**src/rtl/dpp_pkg.sv**
```systemverilog
// Constants and types shared by the downstream port power control block
package dpp_pkg;

  // Number of downstream ports served by the block
  localparam int unsigned NUM_PORTS   = 4;
  // Default width of the generic strap bus captured at reset
  localparam int unsigned STRAP_W_DEF = 4;

  // Synchroniser depth for every pin input
  localparam int unsigned SYNC_STAGES = 2;
  // Cycles a pin must be released before its sensed level is trusted
  localparam int unsigned SENSE_SETTLE = 3;

  // Values after reset: pins are pulled up, so synced inputs idle high
  localparam logic        PIN_IDLE_RST = 1'h1;
  localparam logic        GANG_RST     = 1'h0;
  localparam logic [3:0]  PORT_OC_RST  = 4'h0;
  localparam logic        PIN_OUT_RST  = 1'h0;
  // Output enable is active low: 1 releases the pin
  localparam logic        PIN_OE_N_RST = 1'h1;

  // Reset and capture sequencing, one-hot
  typedef enum logic [2:0] {
    DPP_ST_HOLD    = 3'h1,
    DPP_ST_CAPTURE = 3'h2,
    DPP_ST_RUN     = 3'h4
  } dpp_state_t;

endpackage : dpp_pkg

```
**src/rtl/dpp_sync.sv**
```systemverilog
// Two-flip-flop synchroniser for a vector of pin inputs
`timescale 1ns/1ps
module dpp_sync #(
  parameter int unsigned W       = 1,
  parameter logic        RST_VAL = 1'h1
) (
  // Clock and reset
  input  wire logic         mclk,
  input  wire logic         sys_rst,
  // Asynchronous input and synchronised output
  input  wire logic [W-1:0] async_in,
  output logic      [W-1:0] sync_out
);

  logic [W-1:0] stage1;

  // First stage feeds only the second stage
  always_ff @(posedge mclk) begin
    if (sys_rst) begin
      stage1   <= {W{RST_VAL}};
      sync_out <= {W{RST_VAL}};
    end else begin
      stage1   <= async_in;
      sync_out <= stage1;
    end
  end

endmodule // dpp_sync

```
**src/rtl/dpp_port_power.sv**
```systemverilog
// Downstream port power enable and overcurrent sense with strap capture
// Behaviour
// - Capture straps at reset and reset_n rise
// - Output mode drives high for power on
// - Input mode pin reports port overcurrent
// - Gang strap high selects gang mode
// - Gang mode uses gang pin for power
`timescale 1ns/1ps
module dpp_port_power #(
  parameter int unsigned STRAP_W = dpp_pkg::STRAP_W_DEF
) (
  // Clock and reset
  input  wire logic                           mclk,
  input  wire logic                           sys_rst,
  // External chip reset pin, active low
  input  wire logic                           ext_reset_n,
  // Generic configuration straps
  input  wire logic [STRAP_W-1:0]             strap_in,
  output logic      [STRAP_W-1:0]             strap_value,
  // Port 1 control pin
  input  wire logic                           port1_power_ctl_in,
  output logic                                port1_power_ctl_out,
  output logic                                port1_power_ctl_oe_n,
  // Port 2 control pin
  input  wire logic                           port2_power_ctl_in,
  output logic                                port2_power_ctl_out,
  output logic                                port2_power_ctl_oe_n,
  // Port 3 control pin
  input  wire logic                           port3_power_ctl_in,
  output logic                                port3_power_ctl_out,
  output logic                                port3_power_ctl_oe_n,
  // Port 4 control pin
  input  wire logic                           port4_power_ctl_in,
  output logic                                port4_power_ctl_out,
  output logic                                port4_power_ctl_oe_n,
  // Gang select and gang power pin
  input  wire logic                           gang_power_select_in,
  output logic                                gang_power_select_out,
  output logic                                gang_power_select_oe_n,
  // Hub controller requests, bit 0 is port 1
  input  wire logic [dpp_pkg::NUM_PORTS-1:0]  port_power_req,
  input  wire logic [dpp_pkg::NUM_PORTS-1:0]  port_sense_sel,
  input  wire logic [dpp_pkg::NUM_PORTS-1:0]  oc_clear,
  // Status towards the hub controller
  output logic                                gang_mode,
  output logic                                in_reset,
  output logic      [dpp_pkg::NUM_PORTS-1:0]  port_oc,
  output logic      [dpp_pkg::NUM_PORTS-1:0]  oc_event,
  output logic      [dpp_pkg::NUM_PORTS-1:0]  oc_sticky
);
  import dpp_pkg::*;

  localparam int unsigned NP = NUM_PORTS;
  localparam int unsigned SW = STRAP_W + NP + 2;

  dpp_state_t        state;
  dpp_state_t        next_state;
  logic [SW-1:0]     raw_pins;
  logic [SW-1:0]     sync_pins;
  logic [STRAP_W-1:0] strap_s;
  logic [NP-1:0]     pin_s;
  logic              gang_s;
  logic              rst_n_s;
  logic              rst_n_d;
  logic              rst_rise;
  logic [SYNC_STAGES-1:0] fill;
  logic              fill_done;
  logic [NP-1:0]     pin_out;
  logic [NP-1:0]     pin_oe_n;
  logic              gang_out;
  logic              gang_oe_n;
  logic [NP-1:0]     next_pin_out;
  logic [NP-1:0]     next_pin_oe_n;
  logic              next_gang_out;
  logic              next_gang_oe_n;
  logic [NP-1:0]     drive_sel;
  logic [NP-1:0]     released;
  logic [NP-1:0]     sense_ok;
  logic              gang_sense;
  logic              gang_ok;
  logic [NP-1:0]     next_oc;
  logic [SENSE_SETTLE-1:0] settle [NP:0];

  // All pin levels cross into the core clock through two flip-flops
  assign raw_pins = {ext_reset_n, gang_power_select_in, port4_power_ctl_in,
                     port3_power_ctl_in, port2_power_ctl_in, port1_power_ctl_in, strap_in};

  dpp_sync #(
    .W       (SW),
    .RST_VAL (PIN_IDLE_RST)
  ) u_sync (
    .mclk     (mclk),
    .sys_rst  (sys_rst),
    .async_in (raw_pins),
    .sync_out (sync_pins)
  );

  // Split the synchronised vector back into its groups
  assign strap_s = sync_pins[STRAP_W-1:0];
  assign pin_s   = sync_pins[STRAP_W +: NP];
  assign gang_s  = sync_pins[STRAP_W+NP];
  assign rst_n_s = sync_pins[STRAP_W+NP+1];

  // Rising edge of the synchronised external reset
  assign rst_rise = rst_n_s & ~rst_n_d;

  // Synchroniser shows its reset value until real pin levels have crossed it;
  // capturing earlier would latch that reset value instead of the straps
  assign fill_done = fill[SYNC_STAGES-1];

  // Sequencer: hold while sys_rst is high or ext_reset_n is low, capture once on release
  always_comb begin
    next_state = state;
    case (state)
      DPP_ST_HOLD: begin
        if (rst_n_s && fill_done) begin
          next_state = DPP_ST_CAPTURE;
        end
      end
      DPP_ST_CAPTURE: begin
        next_state = rst_n_s ? DPP_ST_RUN : DPP_ST_HOLD;
      end
      DPP_ST_RUN: begin
        if (!rst_n_s) begin
          next_state = DPP_ST_HOLD;
        end
      end
      default: begin
        next_state = DPP_ST_HOLD;
      end
    endcase
  end

  // State register, edge history of the external reset and synchroniser fill
  always_ff @(posedge mclk) begin
    if (sys_rst) begin
      state   <= DPP_ST_HOLD;
      rst_n_d <= PIN_IDLE_RST;
      fill    <= '0;
    end else begin
      state   <= next_state;
      rst_n_d <= rst_n_s;
      fill    <= {fill[SYNC_STAGES-2:0], 1'h1};
    end
  end

  // Straps and gang strap are caught only in the capture state
  always_ff @(posedge mclk) begin
    if (sys_rst) begin
      strap_value <= '0;
      gang_mode   <= GANG_RST;
    end else if (state == DPP_ST_CAPTURE) begin
      strap_value <= strap_s;
      gang_mode   <= gang_s;
    end
  end

  // Pin direction: drive only in run, per port unless gang mode owns power
  assign drive_sel     = (state == DPP_ST_RUN && !gang_mode) ? ~port_sense_sel : '0;
  assign next_pin_out  = port_power_req & drive_sel;
  assign next_pin_oe_n = ~drive_sel;
  assign gang_sense    = |port_sense_sel;
  assign next_gang_out  = (state == DPP_ST_RUN && gang_mode) ? |port_power_req : 1'h0;
  assign next_gang_oe_n = !(state == DPP_ST_RUN && gang_mode && !gang_sense);

  // Registered pin drivers
  always_ff @(posedge mclk) begin
    if (sys_rst) begin
      pin_out   <= {NP{PIN_OUT_RST}};
      pin_oe_n  <= {NP{PIN_OE_N_RST}};
      gang_out  <= PIN_OUT_RST;
      gang_oe_n <= PIN_OE_N_RST;
    end else begin
      pin_out   <= next_pin_out;
      pin_oe_n  <= next_pin_oe_n;
      gang_out  <= next_gang_out;
      gang_oe_n <= next_gang_oe_n;
    end
  end

  assign port1_power_ctl_out    = pin_out[0];
  assign port2_power_ctl_out    = pin_out[1];
  assign port3_power_ctl_out    = pin_out[2];
  assign port4_power_ctl_out    = pin_out[3];
  assign port1_power_ctl_oe_n   = pin_oe_n[0];
  assign port2_power_ctl_oe_n   = pin_oe_n[1];
  assign port3_power_ctl_oe_n   = pin_oe_n[2];
  assign port4_power_ctl_oe_n   = pin_oe_n[3];
  assign gang_power_select_out  = gang_out;
  assign gang_power_select_oe_n = gang_oe_n;
  assign in_reset               = (state != DPP_ST_RUN);

  // Released-in-sense flags for the port pins
  assign released = port_sense_sel & pin_oe_n & {NP{state == DPP_ST_RUN}};

  // A pin is trusted only after its level has crossed the synchroniser
  always_ff @(posedge mclk) begin
    if (sys_rst) begin
      for (int i = 0; i <= NP; i++) begin
        settle[i] <= '0;
      end
    end else begin
      for (int i = 0; i < NP; i++) begin
        settle[i] <= {settle[i][SENSE_SETTLE-2:0], released[i] & ~gang_mode};
      end
      settle[NP] <= {settle[NP][SENSE_SETTLE-2:0], gang_oe_n & gang_mode & gang_sense};
    end
  end

  // Overcurrent decode: low pulled-up level means fault
  always_comb begin
    for (int i = 0; i < NP; i++) begin
      sense_ok[i] = &settle[i];
    end
  end
  assign gang_ok = &settle[NP];
  assign next_oc = gang_mode ? {NP{gang_ok & ~gang_s}} : (sense_ok & ~pin_s);

  // Level, rising-edge pulse and sticky flag; a new fault beats a clear
  always_ff @(posedge mclk) begin
    if (sys_rst) begin
      port_oc   <= PORT_OC_RST;
      oc_event  <= PORT_OC_RST;
      oc_sticky <= PORT_OC_RST;
    end else begin
      port_oc   <= next_oc;
      oc_event  <= next_oc & ~port_oc;
      oc_sticky <= (oc_sticky & ~oc_clear) | (next_oc & ~port_oc);
    end
  end
endmodule // dpp_port_power

```
**config.mk**
```make
export PLATFORM = sky130hd
export DESIGN_NAME = dpp_port_power
export DESIGN_NICKNAME = d
export VERILOG_FILES = /design/src/rtl/dpp_pkg.sv /design/src/rtl/dpp_sync.sv /design/src/rtl/dpp_port_power.sv
export SDC_FILE = /design/constraint.sdc
export NUM_CORES = 1
export LEC_CHECK = 0
export ABC_AREA = 1
export BUFFER_PORTS_ARGS = -buffer_cell sky130_fd_sc_hd__buf_2
export CAP_MARGIN = 10
export CORE_ASPECT_RATIO = 0.8
export CORE_MARGIN = 3
export CORE_UTILIZATION = 46
export CTS_CLUSTER_DIAMETER = 120
export CTS_CLUSTER_SIZE = 24
export DETAILED_ROUTE_END_ITERATION = 7
export HOLD_SLACK_MARGIN = 0.1
export PLACE_DENSITY = 0.73
export SLEW_MARGIN = 10
export SYNTH_ARGS = -nofsm -noshare
export SYNTH_HDL_FRONTEND = slang
export SYNTH_SLANG_ARGS = --single-unit
```
**constraint.sdc**
```tcl
create_clock -name mclk -period 0.85 [get_ports mclk]
set_input_delay 0.17 -clock mclk [delete_from_list [all_inputs] [get_ports mclk]]
set_output_delay 0.17 -clock mclk [all_outputs]
set_load 0.02 [all_outputs]
```
==> flow_summary.yaml, run 1 <==
drt:
  wl_per_cell_um: 13.4
  viasPerCell: 4.54
  dr.pass1.iters: 4
  wirelength_um: 5370
  dr.first_iter.drc_count: 124
  route.detailed.drc: 0
  vias: 1821
  drtAntennaViolNets: 0
die:
  rows: 21
  ios: 52
  dieWidth_um: 82.1
  die_area_um2: 5490
  die_y_um: 66.9
  core_area_um2: 4310
  start_util: 0.494
power_and_ir_drop:
  power_frac_comb: 0.062
  p_per_area_nw_per_um2: 1930
  sw_frac_of_total: 0.201
  clkPwrFrac: 0.446
  intPower_mw: 5.25
  power.switching_mw: 1.32
  power_leakage_nw: 1.60
  irDropWorstVdd_uv: 1780
  sequentialPowerShare: 0.491
clock_network:
  cts_tree: "yes"
  clock-sinks: 67
  root_buffer: "clkbuf_8"
  clockBufferDepth: 2
  h-tree-depth: 3
  cts.clk_slew.worst_paths_ns: 0.07
  clkLatencyLatePin_ns: 0.33
  cts_buffers: 9
synthesis:
  yosysMostFrequentCell: "dfxtp_1"
  async_reset_ff_frac: 0
  yosysWarnings: 0
  syn_area_um2: 2130
  synth_area_per_cell_um2: 9.15
  ys_top_cells_by_area: "dfxtp_1 (63%), inv_1 (7.0%), nor2_1 (6.0%), nand2_1 (4.4%), or2_1 (3.2%)"
  syn_nets: 257
  synth_top_area_share: 0.629
  synth_edf_count: 0
  yosysSeqAreaShare: 0.629
  synth_ff_type: "dfxtp_1"
  synth_top_area_cell: "dfxtp_1"
  syn_inst: 233
  synth_common_cells: "dfxtp_1 (67), inv_1 (40), nor2_1 (34)"
  ys_ff_latch: 67
  synth.distinct_cells: 23
place:
  dpl.hpwl_um: 2810
  place_area_um2: 2550
  pre_cts_slack_ns: -0.122
  place_congestion: 0.736
  port_buffers: 51
timing:
  hold_viol_final: 0
  fmax_mhz: 885
  fin_crit_ns: 1.13
  setup_slack_ns: -0.280
  drv_slew: 0
  rsz0062_at_grt: "yes"
  finalSetupViolCount: 64
  slew_headroom: 0.809
  fin_crit_sh: 1.33
  skew_ns: 0.00675
  worstMarginPinSlew_ns: 0.286
global_route:
  grt_busiest_layer: "met2"
  use_met2: 0.392
  grt_pass1_vias: 1876
  grt_pass1_wl_um: 8280
  grt_max_degree: 21
  grt_use_met1: 0.215
  grt_antenna_before_repair: 0
  grt_use_met3: 0.0635
  globalRouteTotalUtil: 0.212
  grt-ovfl-total: 0
worst_setup_path:
  cp.required_ns: 1.08
  ff2ff_setup_slack_ns: -0.28
  worstPathArrival_ns: 1.36
  r2r_start: "gang_mode"
  crit_type: "flop to flop"
  crit_path_end_kind: "flop"
  crit_path_start_kind: "flop"
  crit_fanout: 6
  r2r_cells: 5
  crit_path_end: "pin_oe_n[0]"
  crit_start: "gang_mode"
  r2r_end: "pin_oe_n[0]"
final_layout:
  stdcell_area_um2: 3400
  final-seq-area_um2: 1380
  syn_to_final_growth_pct: 59.4
  n_fill_cell: 270
  final_layout_size_suffix_gt1_frac: 0.488
  multi_input_area_um2: 673
  antenna-diode-count: 0
  fin_nets: 363
outcome:
  status: "complete, but fails checks"
  violations: "negative setup slack"
min_path:
  min_path_type: "primary input to flop"
run:
  drv_cap: 0
## critical path: stages, from the launching register on
cell and delay (ns):
dfxtp_4 0.35, buf_6 0.12, nor2_4 0.26, nand2_4 0.14, inv_4 0.11, nand2_1 0.05
## state kept, by name, indices dropped and copies added, names as in the netlist
signal	count
u_sync.sync_out	10
pin_out	4
gang_mode	1
state	3
fill	2
strap_value	4
u_sync.stage1	10
pin_oe_n	4
gang_power_select_out	1
settle	15
oc_event	4
port_oc	4
gang_power_select_oe_n	1
oc_sticky	4
## power by group through the flow
stage	registers [mW]	clock network, mW	logic, mW
2_1_floorplan	3.29	0	0.131
5_1_grt	3.23	3.14	0.449
6_report	3.22	2.93	0.410
3_3_place_gp	3.29	0	0.252
3_5_place_dp	3.29	0	0.260
4_1_cts	3.22	2.95	0.382
## worst min-delay path by stage
| stage | from | end | slack [ns] | cells past startpoint |
|---|---|---|---|---|
| 5_1_grt | oc_clear[0] | oc_sticky[0] | 0.12 | 3 |
| 6_report | port_power_req[1] | pin_out[1] | 0.13 | 3 |
| 2_1_floorplan | port_sense_sel[0] | pin_out[0] | 0.24 | 1 |
| 3_5_place_dp | port1_power_ctl_in | u_sync.stage1[4] | 0.35 | 2 |
| 3_3_place_gp | port2_power_ctl_in | u_sync.stage1[5] | 0.35 | 2 |
| 4_1_cts | port_power_req[1] | pin_out[1] | 0.11 | 3 |
## metal layers
metal	share of wire	vias to the layer above
met1	0.39	852
met3	0.044	11
li1	-	907
met2	0.54	51
met4	0.023	0
met5	0	-
## placed cells by master (no fill, tap or decap), types with 2 or more instances in the layout
cell / instances
nand3b_1: 6
dlygate4sd3_1: 21
a21oi_2: 2
dlymetal6s4s_1: 3
dfxtp_2: 29
nor2_2: 4
bufinv_16: 2
inv_2: 6
nand2_1: 17
nor3_2: 4
clkbuf_8: 11
buf_4: 20
nand2_2: 13
nand4_1: 2
nand3_1: 2
o21ai_1: 5
buf_6: 30
inv_1: 37
or2_1: 11
nor2_1: 32
or2_2: 10
inv_4: 3
dfxtp_1: 37
buf_2: 23
nand3_2: 5
## what timing repair did
item / CTS / global route
endpoints found under the hold margin: 22 / 0
pin swaps: 14 / 5
gates cloned: 1 / 0
buffers inserted: 8 / 4
resized for setup: 100 / 12
hold buffers: 24 / 0
endpoints found under the setup margin: 57 / 66
## kinds of logic (layout without fill, tap and decap cells)
| kind of cell | count (synthesis) | in the layout | synth area share |
|---|---|---|---|
| DFF | 67 | 67 | 0.629 |
| AOI/OAI and AO/OA | 7 | 7 | 0.0164 |
| buffers and inverters | 49 | 159 | 0.0904 |
| and+or+nand+nor | 110 | 111 | 0.264 |
## stage by stage
stage / utilization / power (mW) / hold slack (ns) / setup TNS (ns) / cells
2_1_floorplan: - / 3.42 / 0.240 / -0.365 / 233
3_3_place_gp: 0.591 / 3.54 / 0.347 / -2.47 / 348
3_5_place_dp: 0.591 / 3.55 / 0.350 / -3.05 / 348
4_1_cts: 0.777 / 6.56 / 0.106 / -9.50 / 397
5_1_grt: 0.788 / 6.82 / 0.121 / -13.15 / 401
6_report: 0.788 / 6.56 / 0.128 / -9.94 / 401
## final cells by class
class / count / share of cell area
clock buffer: 12 / 0.0457
clock inverter: 4 / 0.0210
inverter: 45 / 0.0512
multi-input combinational: 118 / 0.198
sequential: 67 / 0.407
tap: 57 / 0.0210
timing repair buffer: 98 / 0.256
No activity file was read; power rests on OpenSTA's default activity.
==> inputs of run 2 (changes only) <==
SKIP_LAST_GASP = 1   (was default)
==> run 2 against run 1 <==
Net effect: final cell count unchanged; combinational power about the same; cell area unchanged; wire length decreased by 0.22%; sequential cell count unchanged; total power about the same; maximum frequency increased by 0.17%; sequential share of layout area unchanged; global-route usage unchanged; setup slack improved by 0.0019 ns; the flow still finishes with violations (negative setup slack); critical path type unchanged; register-to-register slack about the same.
==> flow_summary.yaml, run 2 (synthesis gave the netlist of run 1 again) <==
outcome:
  status: "complete, but fails checks"
  violations: "negative setup slack"
power_and_ir_drop:
  irDropWorstVdd_uv: 1780
  clkPwrFrac: 0.446
  power_leakage_nw: 1.60
  p_per_area_nw_per_um2: 1930
  sw_frac_of_total: 0.201
  sequentialPowerShare: 0.491
  power.switching_mw: 1.32
  power_frac_comb: 0.062
  intPower_mw: 5.25
worst_setup_path:
  cp_top_family: "simple AND/OR/NAND/NOR gates"
  worstPathArrival_ns: 1.35
  cp.required_ns: 1.08
  crit_chain: "buf_6 -> nor2_4 -> nand2_4 -> inv_4 -> nand2_1"
  crit_fanout: 6
  crit_path_end_kind: "flop"
  crit_path_start_kind: "flop"
  worst_path_max_delay_cell: "dfxtp_4"
  crit_buf_inv: 2
  crit_type: "flop to flop"
  critPathMaxStageDelay_ns: 0.35
drt:
  wl_per_cell_um: 13.4
  viasPerCell: 4.54
  dr.first_iter.drc_count: 99
  route.detailed.drc: 0
  dr.pass1.iters: 4
  wirelength_um: 5360
  drtAntennaViolNets: 0
  vias: 1822
clock_network:
  clock-sinks: 67
  h-tree-depth: 3
  cts_buffers: 9
  root_buffer: "clkbuf_8"
  clockBufferDepth: 2
  clkLatencyLatePin_ns: 0.33
  cts.clk_slew.worst_paths_ns: 0.07
  cts_tree: "yes"
final_layout:
  layout.cells.non_filler: 401
  final_cell_mix: "inv_1 (37), dfxtp_1 (37), nor2_1 (32), buf_6 (30), dfxtp_2 (29)"
  final_layout_size_suffix_gt1_frac: 0.488
  syn_to_final_growth_pct: 59.4
  antenna-diode-count: 0
  fin_nets: 363
  regMostFlops: "settle"
  largestRegisters: "settle: 15 flops, u_sync.stage1: 10 flops, u_sync.sync_out: 10 flops"
  largest_reg_flops: 15
  stdcell_area_um2: 3400
  n_fill_cell: 270
global_route:
  grt-ovfl-total: 0
  grt_pass1_vias: 1873
  globalRouteTotalUtil: 0.212
  grt_antenna_before_repair: 0
  grt_pass1_wl_um: 8270
  grt_max_degree: 21
timing:
  slew_headroom: 0.809
  rsz0062_at_grt: "yes"
  finalSetupViolCount: 64
  hold_viol_final: 0
  fin_crit_sh: 1.33
  fmax_mhz: 886
  skew_ns: 0.00719
  setup_slack_ns: -0.279
  worstMarginPinSlew_ns: 0.285
  drv_slew: 0
  fin_crit_ns: 1.13
die:
  die_area_um2: 5490
  die_y_um: 66.9
  start_util: 0.494
  rows: 21
  ios: 52
  dieWidth_um: 82.1
  core_area_um2: 4310
run:
  drv_cap: 0
place:
  dpl.hpwl_um: 2810
  place_congestion: 0.736
  port_buffers: 51
  place_area_um2: 2550
  dpl.cell_count: 348
min_path:
  min_path_type: "primary input to flop"
run 2: layout make-up:
class	count	area [um2]	share of cell area
Multi-Input combinational cell	118	673	0.198
Timing Repair Buffer	98	871	0.256
Clock buffer	12	155	0.0457
Sequential cell	67	1380	0.407
Tap cell	57	71.3	0.0210
Clock inverter	4	71.3	0.0210
Inverter	45	174	0.0512
run 2: timing repair:
item	4_1_cts	5_1_grt
hold buffers	24	0
buffers inserted	8	4
hold endpoints to repair	22	0
resized for setup	100	12
gates cloned	1	0
pin swaps	13	6
endpoints found under the setup margin	57	66
run 2: through the flow:
| step | TNS [ns] | hold WS, ns | power (mW) | util | setup WS [ns] |
|---|---|---|---|---|---|
| after floorplan | -0.365 | 0.240 | 3.42 | - | -0.0833 |
| after global routing | -13.15 | 0.121 | 6.82 | 0.788 | -0.326 |
| final | -9.91 | 0.128 | 6.56 | 0.788 | -0.279 |
| after detailed placement | -3.05 | 0.350 | 3.55 | 0.591 | -0.122 |
| after CTS | -9.51 | 0.106 | 6.56 | 0.777 | -0.274 |
| after global placement | -2.47 | 0.347 | 3.54 | 0.591 | -0.116 |
run 2: per-layer routing:
metal,vias to the layer above,share of wire,global-route usage
li1,908,-,-
met1,854,0.39,0.215
met2,49,0.54,0.392
met3,11,0.046,0.0635
met4,0,0.023,0.0975
met5,-,0,0
run 2: power groups by stage:
stage	clock [mW]	sequential [mW]	combinational, mW
global placement	0	3.29	0.252
detailed placement	0	3.29	0.260
floorplan	0	3.29	0.131
CTS	2.95	3.22	0.382
global route	3.14	3.23	0.449
finish	2.93	3.22	0.410
run 2: worst register-to-register path: cells and delay by family (launching register included):
family	cells	cell delay, ns
DFF	1	0.35
and+or+nand+nor	3	0.45
buffers and inverters	2	0.23
run 2: final timing paths:
kind | start | endpoint | slack, ns | cells after the start
max | gang_mode | pin_oe_n[0] | -0.28 | 5
min | port_power_req[1] | pin_out[1] | 0.13 | 3
max reg2reg | gang_mode | pin_oe_n[0] | -0.28 | 5
min reg2reg | u_sync.stage1[7] | u_sync.sync_out[7] | 0.41 | 1
